`config.mk`:
```
export PLATFORM = sky130hd
export DESIGN_NAME = counter_channel_irq_logic
export DESIGN_NICKNAME = d
export VERILOG_FILES = /design/src/logic/cnt_irq_pkg.sv /design/src/logic/glitch_filter.sv /design/src/logic/counter_channel_irq_logic.sv
export SDC_FILE = /design/constraint.sdc
export NUM_CORES = 1
export LEC_CHECK = 0
export BUFFER_PORTS_ARGS = -buffer_cell sky130_fd_sc_hd__buf_2
export CAP_MARGIN = 15
export CELL_PAD_IN_SITES_DETAIL_PLACEMENT = 0
export CELL_PAD_IN_SITES_GLOBAL_PLACEMENT = 2
export CORE_MARGIN = 2
export CORE_UTILIZATION = 21
export DETAILED_ROUTE_END_ITERATION = 6
export MAX_ROUTING_LAYER = met4
export PLACE_DENSITY = 0.82
export SLEW_MARGIN = 20
export SYNTH_ARGS = -nofsm -noshare
export SYNTH_HDL_FRONTEND = slang
export SYNTH_SLANG_ARGS = --single-unit
export TNS_END_PERCENT = 20
```
`constraint.sdc`:
```
create_clock -name I_CORE_CLK -period 1.9 [get_ports I_CORE_CLK]
set_input_delay 0.57 -clock I_CORE_CLK [delete_from_list [all_inputs] [get_ports I_CORE_CLK]]
set_output_delay 0.57 -clock I_CORE_CLK [all_outputs]
set_load 0.01 [all_outputs]
```
`src/logic/cnt_irq_pkg.sv`:
```
// Purpose: Shared constants for the counter channel interrupt logic.
// Assumes: 32-bit AXI4-Lite register access, 100 MHz core clock.
// Notes:   Offsets are byte addresses of aligned words.
package cnt_irq_pkg;
    // ************************************************************
    // Geometry
    // ************************************************************
    localparam int          NUM_CH        = 5;
    localparam int          GLITCH_CYCLES = 3;
    localparam logic [1:0]  GLITCH_MAX    = 2'h2;
    // ************************************************************
    // Register offsets
    // ************************************************************
    localparam logic [7:0]  OFS_ENABLE    = 8'h00;
    localparam logic [7:0]  OFS_PENDING   = 8'h04;
    localparam logic [7:0]  OFS_CONTROL   = 8'h08;
    localparam logic [7:0]  OFS_IRQ_STAT  = 8'h0C;
    localparam logic [7:0]  OFS_IRQ_MASK  = 8'h10;
    // ************************************************************
    // Fields and reset values
    // ************************************************************
    localparam int          CTL_MASTER_EN = 0;
    localparam int          STAT_GRANT    = 0;
    localparam int          STAT_REQ      = 1;
    localparam logic [4:0]  ENABLE_RST    = 5'h00;
    localparam logic [1:0]  IRQ_MASK_RST  = 2'h0;
    localparam logic [1:0]  RESP_OKAY     = 2'h0;
    localparam logic [1:0]  RESP_SLVERR   = 2'h2;
endpackage

```
`src/logic/glitch_filter.sv`:
```
// Purpose: Two-flop synchroniser and run-length glitch filter for one pulse line.
// Assumes: Input is asynchronous to the core clock.
// Notes:   Output is a one-cycle pulse on the rising edge of the filtered level.
`timescale 1ns/100ps
module glitch_filter (
    // Clock and reset
    input  wire logic I_CORE_CLK,
    input  wire logic I_RST,
    // Raw and filtered signal
    input  wire logic i_raw,
    output logic      o_rise
);
    logic       sync1_r;
    logic       sync2_r;
    logic [1:0] cnt_r;
    logic [1:0] cnt_nxt;
    logic       lvl_r;
    logic       lvl_nxt;

    // The level must hold for several cycles before it counts, so short spikes vanish.
    always_comb begin
        cnt_nxt = cnt_r;
        lvl_nxt = lvl_r;
        if (sync2_r == lvl_r) begin
            cnt_nxt = 2'h0;
        end else if (cnt_r == cnt_irq_pkg::GLITCH_MAX) begin
            lvl_nxt = sync2_r;
            cnt_nxt = 2'h0;
        end else begin
            cnt_nxt = cnt_r + 2'h1;
        end
    end

    // Registers; the first sync stage feeds only the second.
    always_ff @(posedge I_CORE_CLK) begin
        if (I_RST) begin
            sync1_r <= 1'b0;
            sync2_r <= 1'b0;
            cnt_r   <= 2'h0;
            lvl_r   <= 1'b0;
        end else begin
            sync1_r <= i_raw;
            sync2_r <= sync1_r;
            cnt_r   <= cnt_nxt;
            lvl_r   <= lvl_nxt;
        end
    end

    // Pulse on the accepted rising edge.
    assign o_rise = lvl_nxt & ~lvl_r;
endmodule

```
`src/logic/counter_channel_irq_logic.sv`:
```
// Purpose: Interrupt request logic for a five-channel counter module.
// Assumes: Bus grant arrives as a level from the bus processor, synchronised here.
// Notes:   Registers are reached over AXI4-Lite.
//
// Chosen here: the placing of the registers and the AXI4-Lite interface to the registers.
`timescale 1ns/100ps
module counter_channel_irq_logic (
    // Clock and reset
    input  wire logic        I_CORE_CLK,
    input  wire logic        I_RST,
    // AXI4-Lite write channels
    input  wire logic [7:0]  I_AWADDR,
    input  wire logic        I_AWVALID,
    output logic             O_AWREADY,
    input  wire logic [31:0] I_WDATA,
    input  wire logic [3:0]  I_WSTRB,
    input  wire logic        I_WVALID,
    output logic             O_WREADY,
    output logic [1:0]       O_BRESP,
    output logic             O_BVALID,
    input  wire logic        I_BREADY,
    // AXI4-Lite read channels
    input  wire logic [7:0]  I_ARADDR,
    input  wire logic        I_ARVALID,
    output logic             O_ARREADY,
    output logic [31:0]      O_RDATA,
    output logic [1:0]       O_RRESP,
    output logic             O_RVALID,
    input  wire logic        I_RREADY,
    // Counter overflow pulses and user inputs
    input  wire logic [4:0]  I_CNT_OVF,
    input  wire logic [4:0]  I_SRC_ISO,
    input  wire logic [4:0]  I_SRC_TTL,
    input  wire logic [4:0]  I_GATE_ISO,
    input  wire logic [4:0]  I_GATE_TTL,
    output logic [4:0]       O_CNT_SRC,
    output logic [4:0]       O_CNT_GATE,
    // System bus interrupt sequence
    input  wire logic        I_IRQ_GRANT,
    input  wire logic [15:0] I_VECTOR_SW,
    output logic             O_BUS_IRQ,
    output logic [15:0]      O_VEC_DATA,
    output logic             O_VEC_OE,
    // Local interrupt
    output logic             O_IRQ
);
    // ************************************************************
    // State
    // ************************************************************
    typedef enum logic [1:0] {
        SEQ_IDLE = 2'b00,
        SEQ_ACK  = 2'b01,
        SEQ_DONE = 2'b10
    } seq_t;

    seq_t        seq_r, seq_nxt;
    logic [4:0]  enable_r, enable_nxt;
    logic [4:0]  flag_r, flag_nxt;
    logic        master_r, master_nxt;
    logic [1:0]  stat_r, stat_nxt;
    logic [1:0]  mask_r, mask_nxt;
    logic        bvalid_r, bvalid_nxt;
    logic        rvalid_r, rvalid_nxt;
    logic [31:0] rdata_r, rdata_nxt;
    logic [1:0]  rresp_r, rresp_nxt;
    logic [1:0]  bresp_r, bresp_nxt;
    logic [15:0] vec_r, vec_nxt;
    logic        vec_oe_r, vec_oe_nxt;
    logic        gnt_s1_r, gnt_s2_r;
    logic [4:0]  ovf_rise;
    logic        wr_go;
    logic        rd_go;
    logic        grant_evt;
    logic        req_evt;

    // ************************************************************
    // Glitch filters, one per channel
    // ************************************************************
    // Spikes during counter programming must not raise requests.
    genvar g;
    generate
        for (g = 0; g < cnt_irq_pkg::NUM_CH; g++) begin : g_filt
            glitch_filter u_filt (
                .I_CORE_CLK (I_CORE_CLK),
                .I_RST      (I_RST),
                .i_raw      (I_CNT_OVF[g]),
                .o_rise     (ovf_rise[g])
            );
        end
    endgenerate

    // Counter inputs are combined from the isolated and plain user lines.
    assign O_CNT_SRC  = ~(I_SRC_ISO & I_SRC_TTL);
    assign O_CNT_GATE = ~(I_GATE_ISO & I_GATE_TTL);

    // ************************************************************
    // Bus handshake
    // ************************************************************
    // Address and data are taken together so the slave needs no holding latch.
    assign wr_go     = I_AWVALID & I_WVALID & ~bvalid_r;
    assign rd_go     = I_ARVALID & ~rvalid_r;
    assign O_AWREADY = wr_go;
    assign O_WREADY  = wr_go;
    assign O_ARREADY = rd_go;
    assign O_BVALID  = bvalid_r;
    assign O_BRESP   = bresp_r;
    assign O_RVALID  = rvalid_r;
    assign O_RDATA   = rdata_r;
    assign O_RRESP   = rresp_r;
    assign grant_evt = (seq_r == SEQ_ACK) & gnt_s2_r;
    assign req_evt   = |ovf_rise;

    // Next-state logic for registers, flags and the grant sequence.
    always_comb begin
        seq_nxt    = seq_r;
        enable_nxt = enable_r;
        flag_nxt   = flag_r;
        master_nxt = master_r;
        stat_nxt   = stat_r;
        mask_nxt   = mask_r;
        bvalid_nxt = bvalid_r & ~I_BREADY;
        bresp_nxt  = bresp_r;
        rvalid_nxt = rvalid_r & ~I_RREADY;
        rdata_nxt  = rdata_r;
        rresp_nxt  = rresp_r;
        vec_nxt    = vec_r;
        vec_oe_nxt = 1'b0;
        if (wr_go) begin
            bvalid_nxt = 1'b1;
            bresp_nxt  = cnt_irq_pkg::RESP_OKAY;
            if (I_AWADDR == cnt_irq_pkg::OFS_ENABLE) begin
                if (I_WSTRB[0]) enable_nxt = I_WDATA[4:0];
            end else if (I_AWADDR == cnt_irq_pkg::OFS_PENDING) begin
                if (I_WSTRB[0]) flag_nxt = flag_r & ~I_WDATA[4:0];
            end else if (I_AWADDR == cnt_irq_pkg::OFS_CONTROL) begin
                if (I_WSTRB[0]) master_nxt = I_WDATA[cnt_irq_pkg::CTL_MASTER_EN];
            end else if (I_AWADDR == cnt_irq_pkg::OFS_IRQ_STAT) begin
                if (I_WSTRB[0]) stat_nxt = stat_r & ~I_WDATA[1:0];
            end else if (I_AWADDR == cnt_irq_pkg::OFS_IRQ_MASK) begin
                if (I_WSTRB[0]) mask_nxt = I_WDATA[1:0];
            end else begin
                bresp_nxt = cnt_irq_pkg::RESP_SLVERR;
            end
        end
        // New pulses win over a clear in the same cycle.
        flag_nxt = flag_nxt | (ovf_rise & enable_r);
        // Grant sequence: wait for grant, present vector, release.
        case (seq_r)
            SEQ_IDLE: begin
                if (O_BUS_IRQ) seq_nxt = SEQ_ACK;
            end
            SEQ_ACK: begin
                if (gnt_s2_r) begin
                    master_nxt = 1'b0;
                    vec_nxt    = I_VECTOR_SW;
                    vec_oe_nxt = 1'b1;
                    seq_nxt    = SEQ_DONE;
                end else if (!O_BUS_IRQ) begin
                    seq_nxt = SEQ_IDLE;
                end
            end
            SEQ_DONE: begin
                vec_oe_nxt = gnt_s2_r;
                if (!gnt_s2_r) seq_nxt = SEQ_IDLE;
            end
            default: seq_nxt = SEQ_IDLE;
        endcase
        stat_nxt[cnt_irq_pkg::STAT_GRANT] = stat_nxt[cnt_irq_pkg::STAT_GRANT] | grant_evt;
        stat_nxt[cnt_irq_pkg::STAT_REQ]   = stat_nxt[cnt_irq_pkg::STAT_REQ] | req_evt;
        if (rd_go) begin
            rvalid_nxt = 1'b1;
            rresp_nxt  = cnt_irq_pkg::RESP_OKAY;
            rdata_nxt  = 32'h0000_0000;
            if (I_ARADDR == cnt_irq_pkg::OFS_ENABLE) begin
                rdata_nxt[4:0] = enable_r;
            end else if (I_ARADDR == cnt_irq_pkg::OFS_PENDING) begin
                rdata_nxt[4:0] = flag_r;
            end else if (I_ARADDR == cnt_irq_pkg::OFS_CONTROL) begin
                rdata_nxt[cnt_irq_pkg::CTL_MASTER_EN] = master_r;
            end else if (I_ARADDR == cnt_irq_pkg::OFS_IRQ_STAT) begin
                rdata_nxt[1:0] = stat_r;
            end else if (I_ARADDR == cnt_irq_pkg::OFS_IRQ_MASK) begin
                rdata_nxt[1:0] = mask_r;
            end else begin
                rresp_nxt = cnt_irq_pkg::RESP_SLVERR;
            end
        end
    end

    // Register all state.
    always_ff @(posedge I_CORE_CLK) begin
        if (I_RST) begin
            seq_r    <= SEQ_IDLE;
            enable_r <= cnt_irq_pkg::ENABLE_RST;
            flag_r   <= 5'h00;
            master_r <= 1'b0;
            stat_r   <= 2'h0;
            mask_r   <= cnt_irq_pkg::IRQ_MASK_RST;
            bvalid_r <= 1'b0;
            bresp_r  <= 2'h0;
            rvalid_r <= 1'b0;
            rdata_r  <= 32'h0000_0000;
            rresp_r  <= 2'h0;
            vec_r    <= 16'h0000;
            vec_oe_r <= 1'b0;
            gnt_s1_r <= 1'b0;
            gnt_s2_r <= 1'b0;
        end else begin
            seq_r    <= seq_nxt;
            enable_r <= enable_nxt;
            flag_r   <= flag_nxt;
            master_r <= master_nxt;
            stat_r   <= stat_nxt;
            mask_r   <= mask_nxt;
            bvalid_r <= bvalid_nxt;
            bresp_r  <= bresp_nxt;
            rvalid_r <= rvalid_nxt;
            rdata_r  <= rdata_nxt;
            rresp_r  <= rresp_nxt;
            vec_r    <= vec_nxt;
            vec_oe_r <= vec_oe_nxt;
            gnt_s1_r <= I_IRQ_GRANT;
            gnt_s2_r <= gnt_s1_r;
        end
    end

    // Request is combinational so a pending flag shows as soon as master enable sets.
    assign O_BUS_IRQ  = (|flag_r) & master_r & (seq_r != SEQ_DONE);
    assign O_VEC_DATA = vec_r;
    assign O_VEC_OE   = vec_oe_r;
    assign O_IRQ      = |(stat_r & mask_r);

    // ************************************************************
    // Assertions
    // ************************************************************
    property p_flag_needs_enable;
        @(posedge I_CORE_CLK) disable iff (I_RST)
        $rose(flag_r[0]) |-> $past(enable_r[0]) && $past(ovf_rise[0]);
    endproperty
    a_flag_needs_enable: assert property (p_flag_needs_enable) else $error("Flag set without enable.");
    property p_flag_sets;
        @(posedge I_CORE_CLK) disable iff (I_RST)
        (ovf_rise[1] && enable_r[1]) |=> flag_r[1];
    endproperty
    a_flag_sets: assert property (p_flag_sets) else $error("Enabled pulse lost.");
    property p_bus_req;
        @(posedge I_CORE_CLK) disable iff (I_RST)
        ((|flag_r) && master_r && seq_r != SEQ_DONE) |-> O_BUS_IRQ;
    endproperty
    a_bus_req: assert property (p_bus_req) else $error("Bus request missing.");
    property p_no_req;
        @(posedge I_CORE_CLK) disable iff (I_RST)
        !master_r |-> !O_BUS_IRQ;
    endproperty
    a_no_req: assert property (p_no_req) else $error("Request without master enable.");
    property p_grant_clears;
        @(posedge I_CORE_CLK) disable iff (I_RST)
        (seq_r == SEQ_ACK && gnt_s2_r) |=> !master_r && O_VEC_OE && O_VEC_DATA == $past(I_VECTOR_SW);
    endproperty
    a_grant_clears: assert property (p_grant_clears) else $error("Grant did not clear enable.");
    property p_master_set_req;
        @(posedge I_CORE_CLK) disable iff (I_RST)
        ($rose(master_r) && (|flag_r) && seq_r != SEQ_DONE) |-> O_BUS_IRQ;
    endproperty
    a_master_set_req: assert property (p_master_set_req) else $error("Pending flag not requested.");
    property p_flag_holds;
        @(posedge I_CORE_CLK) disable iff (I_RST)
        $fell(flag_r[2]) |-> $past(wr_go) && $past(I_AWADDR) == cnt_irq_pkg::OFS_PENDING;
    endproperty
    a_flag_holds: assert property (p_flag_holds) else $error("Flag cleared without write.");
    property p_nand;
        @(posedge I_CORE_CLK) disable iff (I_RST)
        (I_SRC_ISO[0] && I_SRC_TTL[0]) |-> !O_CNT_SRC[0];
    endproperty
    a_nand: assert property (p_nand) else $error("Source combination wrong.");
    property p_filter;
        @(posedge I_CORE_CLK) disable iff (I_RST)
        ovf_rise[3] |-> $past(I_CNT_OVF[3], 2) && $past(I_CNT_OVF[3], 3) && $past(I_CNT_OVF[3], 4);
    endproperty
    a_filter: assert property (p_filter) else $error("Spike passed filter.");
    c_grant: cover property (@(posedge I_CORE_CLK) disable iff (I_RST) seq_r == SEQ_ACK ##1 seq_r == SEQ_DONE);
    c_rearm: cover property (@(posedge I_CORE_CLK) disable iff (I_RST) $rose(master_r) && (|flag_r));
    c_irq: cover property (@(posedge I_CORE_CLK) disable iff (I_RST) $rose(O_IRQ));
endmodule

```
After elaboration in Yosys (flattened, before gate mapping)

Cells that the tools add are included.

Register bits after elaboration: 72
Bits in latches: 0
Memory bits (writable): 0
Bits in read-only memories: 0
Input bits: 101
Output and inout port bits: 70
Logic and storage cells: 171
Memories kept: 0

Add/subtract/negate cells: 5
Multiply operators: 0
Divide/modulo/power cells: 0
Magnitude comparators: 0
Equal/unequal tests: 24
Shift-type cells: 0
Muxes and demuxes: 53
Bitwise operators: 39
Reduce and logical (&&, ||, !) cells: 15

Operators by type and width:

| operator                                                               | count |
|---|---|
| 2-bit two-way mux                                                      | 23 |
| 8-bit by 4-bit equality test with 1-bit output (second input constant) | 4 |
| 5-bit two-way mux                                                      | 5 |
| 1-bit two-way mux                                                      | 22 |
| 5-bit bitwise AND                                                      | 4 |
| 8-bit by 3-bit equality test with 1-bit output (second input constant) | 2 |
| 8-bit by 5-bit equality test with 1-bit output (second input constant) | 2 |
| 8-bit logical NOT                                                      | 2 |
| 5-bit inverter                                                         | 3 |
| 3-bit OR reduction                                                     | 5 |
| 1-bit bitwise AND                                                      | 13 |
| 1-bit inverter                                                         | 13 |
| 2-bit equality test (second input constant)                            | 6 |
| 2-bit by 1-bit adder with 2-bit output (second input constant)         | 5 |
| 5-bit OR reduction                                                     | 2 |
| 7-bit AND reduction                                                    | 1 |
| 2-bit inequality test (second input constant)                          | 3 |
| 2-bit one-hot mux with 3 select lines                                  | 1 |
| 3-bit AND reduction                                                    | 2 |
| 1-bit equality test                                                    | 5 |
| 5-bit bitwise OR                                                       | 1 |
| 2-bit bitwise AND                                                      | 2 |
| 3-bit two-way mux                                                      | 1 |
| 3-bit inequality test (second input constant)                          | 1 |
| 7 further kinds                                                        | 8 |

Depth between registers and ports, before layout

Depth after elaboration: 9
Gate-level depth with buffers: 7

Hierarchy

Synthesis repeated with hierarchy kept, for this count alone.

Cell total of the unflattened synthesis: 351
Area total of the unflattened synthesis: 3113.0 µm²

By module, submodules not included:

| module                    | instances | cells an instance | area an instance (µm²) |
|---|---|---|---|
| counter_channel_irq_logic | 1         | 271               | 2268.4 |
| glitch_filter             | 5         | 16                | 168.9 |

Worst setup path before layout

Ideal clock, no wire load.

Path type: in2reg
Start: input port I_AWADDR[7]
End: register enable_r[0]
Library setup time: 0.128 ns
Data arrival time: 1.826 ns
Required time: 1.772 ns
Slack: -0.054 ns
Stages on the path: 4
Cell sequence: or4_4 > nor4_4 > mux2i_1 > nor2_1

Word-level cells in the longest chain between the ends: 2

Ends and longest elaborated chain:

| element                       | RTL line                         | text |
|---|---|---|
| from (decl)                   | counter_channel_irq_logic.sv:12  | `input wire logic [7:0] I_AWADDR,` |
| 8-bit logical NOT             | counter_channel_irq_logic.sv:131 | `if (I_AWADDR == cnt_irq_pkg::OFS_ENABLE) begin` |
| 3-bit AND reduction (no line) | -                                |  |
| to (signal assigned)          | counter_channel_irq_logic.sv:194 | `enable_r <= cnt_irq_pkg::ENABLE_RST;` |
| to (signal assigned)          | counter_channel_irq_logic.sv:210 | `enable_r <= enable_nxt;` |
| to (decl)                     | counter_channel_irq_logic.sv:57  | `logic [4:0] enable_r, enable_nxt;` |

Every way passes these cells.
A chain may end at the register's enable or synchronous reset.

Worst setup path in the final report

Start: register seq_r[0]
End: register seq_r[1]

Word-level cells in the longest chain between the ends: 4

Ends and longest elaborated chain:

| element                                                                         | RTL line                         | text |
|---|---|---|
| from (decl)                                                                     | counter_channel_irq_logic.sv:56  | `seq_t seq_r, seq_nxt;` |
| from (signal assigned)                                                          | counter_channel_irq_logic.sv:209 | `seq_r <= seq_nxt;` |
| 2-bit inequality test                                                           | counter_channel_irq_logic.sv:228 | `assign O_BUS_IRQ = (\|flag_r) & master_r & (seq_r != SEQ_DONE);` |
| 1-bit bitwise AND                                                               | counter_channel_irq_logic.sv:228 |  |
| 3-bit inequality test (no line) / 2-bit inequality test (equally long branches) | -                                |  |
| 3-bit AND reduction (no line)                                                   | -                                |  |

Parallel ways exist; a longest one is shown, timed or not.

==> results by group <==
Timing
  – Final setup TNS: -0.00336 ns
  – Post-route setup slack: -0.00336 ns
  – Fin Clk Skew: 0.00218 ns
  – Fmax: approximately 530 MHz
  – Slew at the pin closest to its max-slew limit: between 0.7 and 0.8 ns
  – Normalized max-slew margin: a little over half
  – Final min period: 1.90 ns
  – Slew Limit Fails: 0
  – Final setup fails: 1
  – Final count of hold timing violations: 0
  – Period utilization: 100%

Routing
  – DRT iter0 DRCs: 66
  – TritonRoute pass-1 iters: 4
  – Post-route ant nets: 0
  – Via Count: roughly 2800
  – DRC: 0
  – Via density per instance: 4.15
  – Detailed-route wire length per cell: 11.6 um
  – DRT Wirelength: 7870 um

Floorplanning
  – Starting Density: 21.5%
  – Die area: 15900 um2
  – Chip Width: 126 um
  – Row cnt: 44
  – Die Ht: 126 um
  – I/O pin cnt: 171
  – Total core area: 14500 um2

Layout
  – Post-route cell area: 4240 um2
  – # nets final: 600
  – Most frequent cells in the layout: buf_2 (110), dfxtp_1 (69), nand2_1 (55)
  – Commonest non-fill, non-tap cell in the layout: buf_2
  – Layout cell share with drive strength beyond 1: 32.4%
  – Fillcell total: 1562
  – Layout area overhead: 35.4%

Clock network
  – H-tree depth: 3
  – Clk sink count: 70
  – Clk pin slew, worst setup/hold paths: 0.05 ns
  – Worst skew pair latency: around 0.33 ns
  – CTS tree: built
  – Cts bufs inserted: 9
  – Root Driver: clkbuf_16
  – CTS Buffer Depth: 2

Flow run
  – Max_cap viols: 0

Synthesis
  – Post-synth top area cell: dfxtp_1
  – Synth cell types: 44
  – Syn Inst Count: 363
  – Synth top area cells: dfxtp_1 (45%), buf_4 (7.2%), nand2_1 (6.6%)
  – Async S/R FF share, synth: 0%
  – Main synth FF type: dfxtp_1
  – Register area share after synthesis: 44.8%
  – Mapped Avg Cell Area: 8.62 um2
  – Mapped Area: 3130 um2
  – Share of Yosys cell area claimed by the top area cell type: 44.8%
  – Yosys reg bits: 70
  – Number of synthesized flops with an enable pin: 0
  – Yosys Warn Count: 0

Power
  – Total power: roughly 3.3 mW
  – PD cells: 777 nW/um2
  – VDD IR max: between 0.3 and 0.4 mV
  – Static Leakage: approximately 1.8 nW

Placed design
  – Area after DPL: 3870 um2
  – GPL Wtd Cong: 0.755
  – DP HPWL: 6000 um
  – # port buffers: 111

GRT
  – Largest net degree at the start of global routing: 27
  – GR Overflow Total: 0
  – All-Layer GR Usage: ~10%
  – First-pass GRT wire length: 12800 um
  – Initial antenna violation count: 1
  – Vias in the first global route: about 2800

Outcome
  – Status: complete, but fails checks
  – Failing checks: negative setup slack

Setup path
  – CP required: approximately 2.1 ns
  – Startpoint type of the worst setup path: flop
  – CP max FO: 5
  – Critical Path Max Stage Delay: ~0.37 ns
  – Crit path kind: reg2reg
  – Crit path DAT: 2.12 ns
  – Worst path slowest cell: a2111oi_2
  – Crit. End Element: flop
  – Worst-path cell chain: inv_2, buf_4, ha_1, nor3b_1, a221oi_2, a21oi_1, a2111oi_2

Min path
  – HP Class: reg2reg
through the flow:
stage	worst slack [ns]	utilization [%]	std cells	hold slack, ns
floorplan	-0.0540	-	391	0.391
global placement	-0.198	26.7	660	0.398
detailed placement	-0.206	26.7	660	0.404
CTS	0.00413	28.9	678	0.412
global route	-0.177	29.2	679	0.423
finish	-0.00336	29.2	679	0.408
final cells by class:
class / count / area [um2] / share of cell area (%)
Timing Repair Buffer: 132 / 719 / 17.0
Clock buffer: 13 / 270 / 6.38
Clock inverter: 1 / 5.00 / 0.118
Sequential cell: 70 / 1400 / 33.1
Inverter: 16 / 60.1 / 1.42
Multi-Input combinational cell: 262 / 1550 / 36.5
Antenna cell: 1 / 2.50 / 0.0590
Tap cell: 184 / 230 / 5.43
power breakdown:
part	internal [mW]	switching, mW
clock	0.973	0.568
combinational	0.113	0.136
sequential	1.49	0.0114
final timing paths:
path / startpoint / endpoint / slack, ns / depth (start not counted)
worst max-delay path: seq_r[0] / seq_r[1] / -0.003 / 7
worst min-delay path: g_filt[1].u_filt.cnt_r[0] / g_filt[1].u_filt.cnt_r[0] / 0.41 / 1
worst max register to register: seq_r[0] / seq_r[1] / -0.003 / 7
worst min register to register: g_filt[1].u_filt.cnt_r[0] / g_filt[1].u_filt.cnt_r[0] / 0.41 / 1
per-layer routing:
layer / share of wire, % / track usage [%] / vias to the layer above
li1: - / - / 1433
met1: 41 / 10.6 / 1292
met2: 51 / 18.0 / 81
met3: 7.5 / 4.12 / 9
met4: 1.4 / 3.17 / 0
met5: 0 / - / -
timing repair:
| action | 4_1_cts | 5_1_grt |
|---|---|---|
| setup buffers | 4 | 0 |
| cloned | 0 | 0 |
| setup endpoints to repair | 1 | 2 |
| resized for setup | 5 | 8 |
| hold buffers | 0 | 0 |
| pin swaps | 1 | 1 |
kinds of logic after synthesis:
| kind of cell | share of synthesized area, % |
|---|---|
| multiplexers | 3.92 |
| AO/OA/AOI/OAI | 10.9 |
| flip-flops | 44.8 |
| adder cells (fa/ha/maj) | 3.20 |
| buffers and inverters | 10.7 |
| other | 0.120 |
| AND/OR/NAND/NOR | 25.0 |
| XOR/XNOR | 1.40 |
worst max-delay path, delay by kind of cell, from the launching register on:
kind / cells / cell delay [ns]
simple gates: 1 / 0.18
compound gates: 3 / 0.82
buf+inv: 2 / 0.18
fa+ha+maj: 1 / 0.27
flops: 1 / 0.33
state kept, by name (all words and copies together) (netlist names), 5 cells and up:
signal,count
enable_r,5
g_filt.u_filt.sync2_r,5
g_filt.u_filt.lvl_r,5
O_VEC_DATA,16
O_RDATA,5
g_filt.u_filt.cnt_r,10
g_filt.u_filt.sync1_r,5
flag_r,5
Yosys cell counts, drive strengths merged (2+ instances only):
| cell type | number |
|---|---|
| dfxtp | 70 |
| nand2 | 55 |
| nor2 | 35 |
| a21oi | 31 |
| buf | 30 |
| inv | 16 |
| nor2b | 14 |
| clkbuf | 13 |
| mux2i | 10 |
| ha | 8 |
| nor4 | 7 |
| o21ai | 7 |
| or3 | 7 |
| nand2b | 6 |
| a311oi | 5 |
| nor3 | 5 |
| xnor2 | 5 |
| a22oi | 4 |
| nand4b | 4 |
| nor3b | 3 |
| or4 | 3 |
| a211oi | 2 |
| a221oi | 2 |
| a31oi | 2 |
| and3b | 2 |
| mux2 | 2 |
| nor4bb | 2 |
No activity file was read; power rests on OpenSTA's default activity.
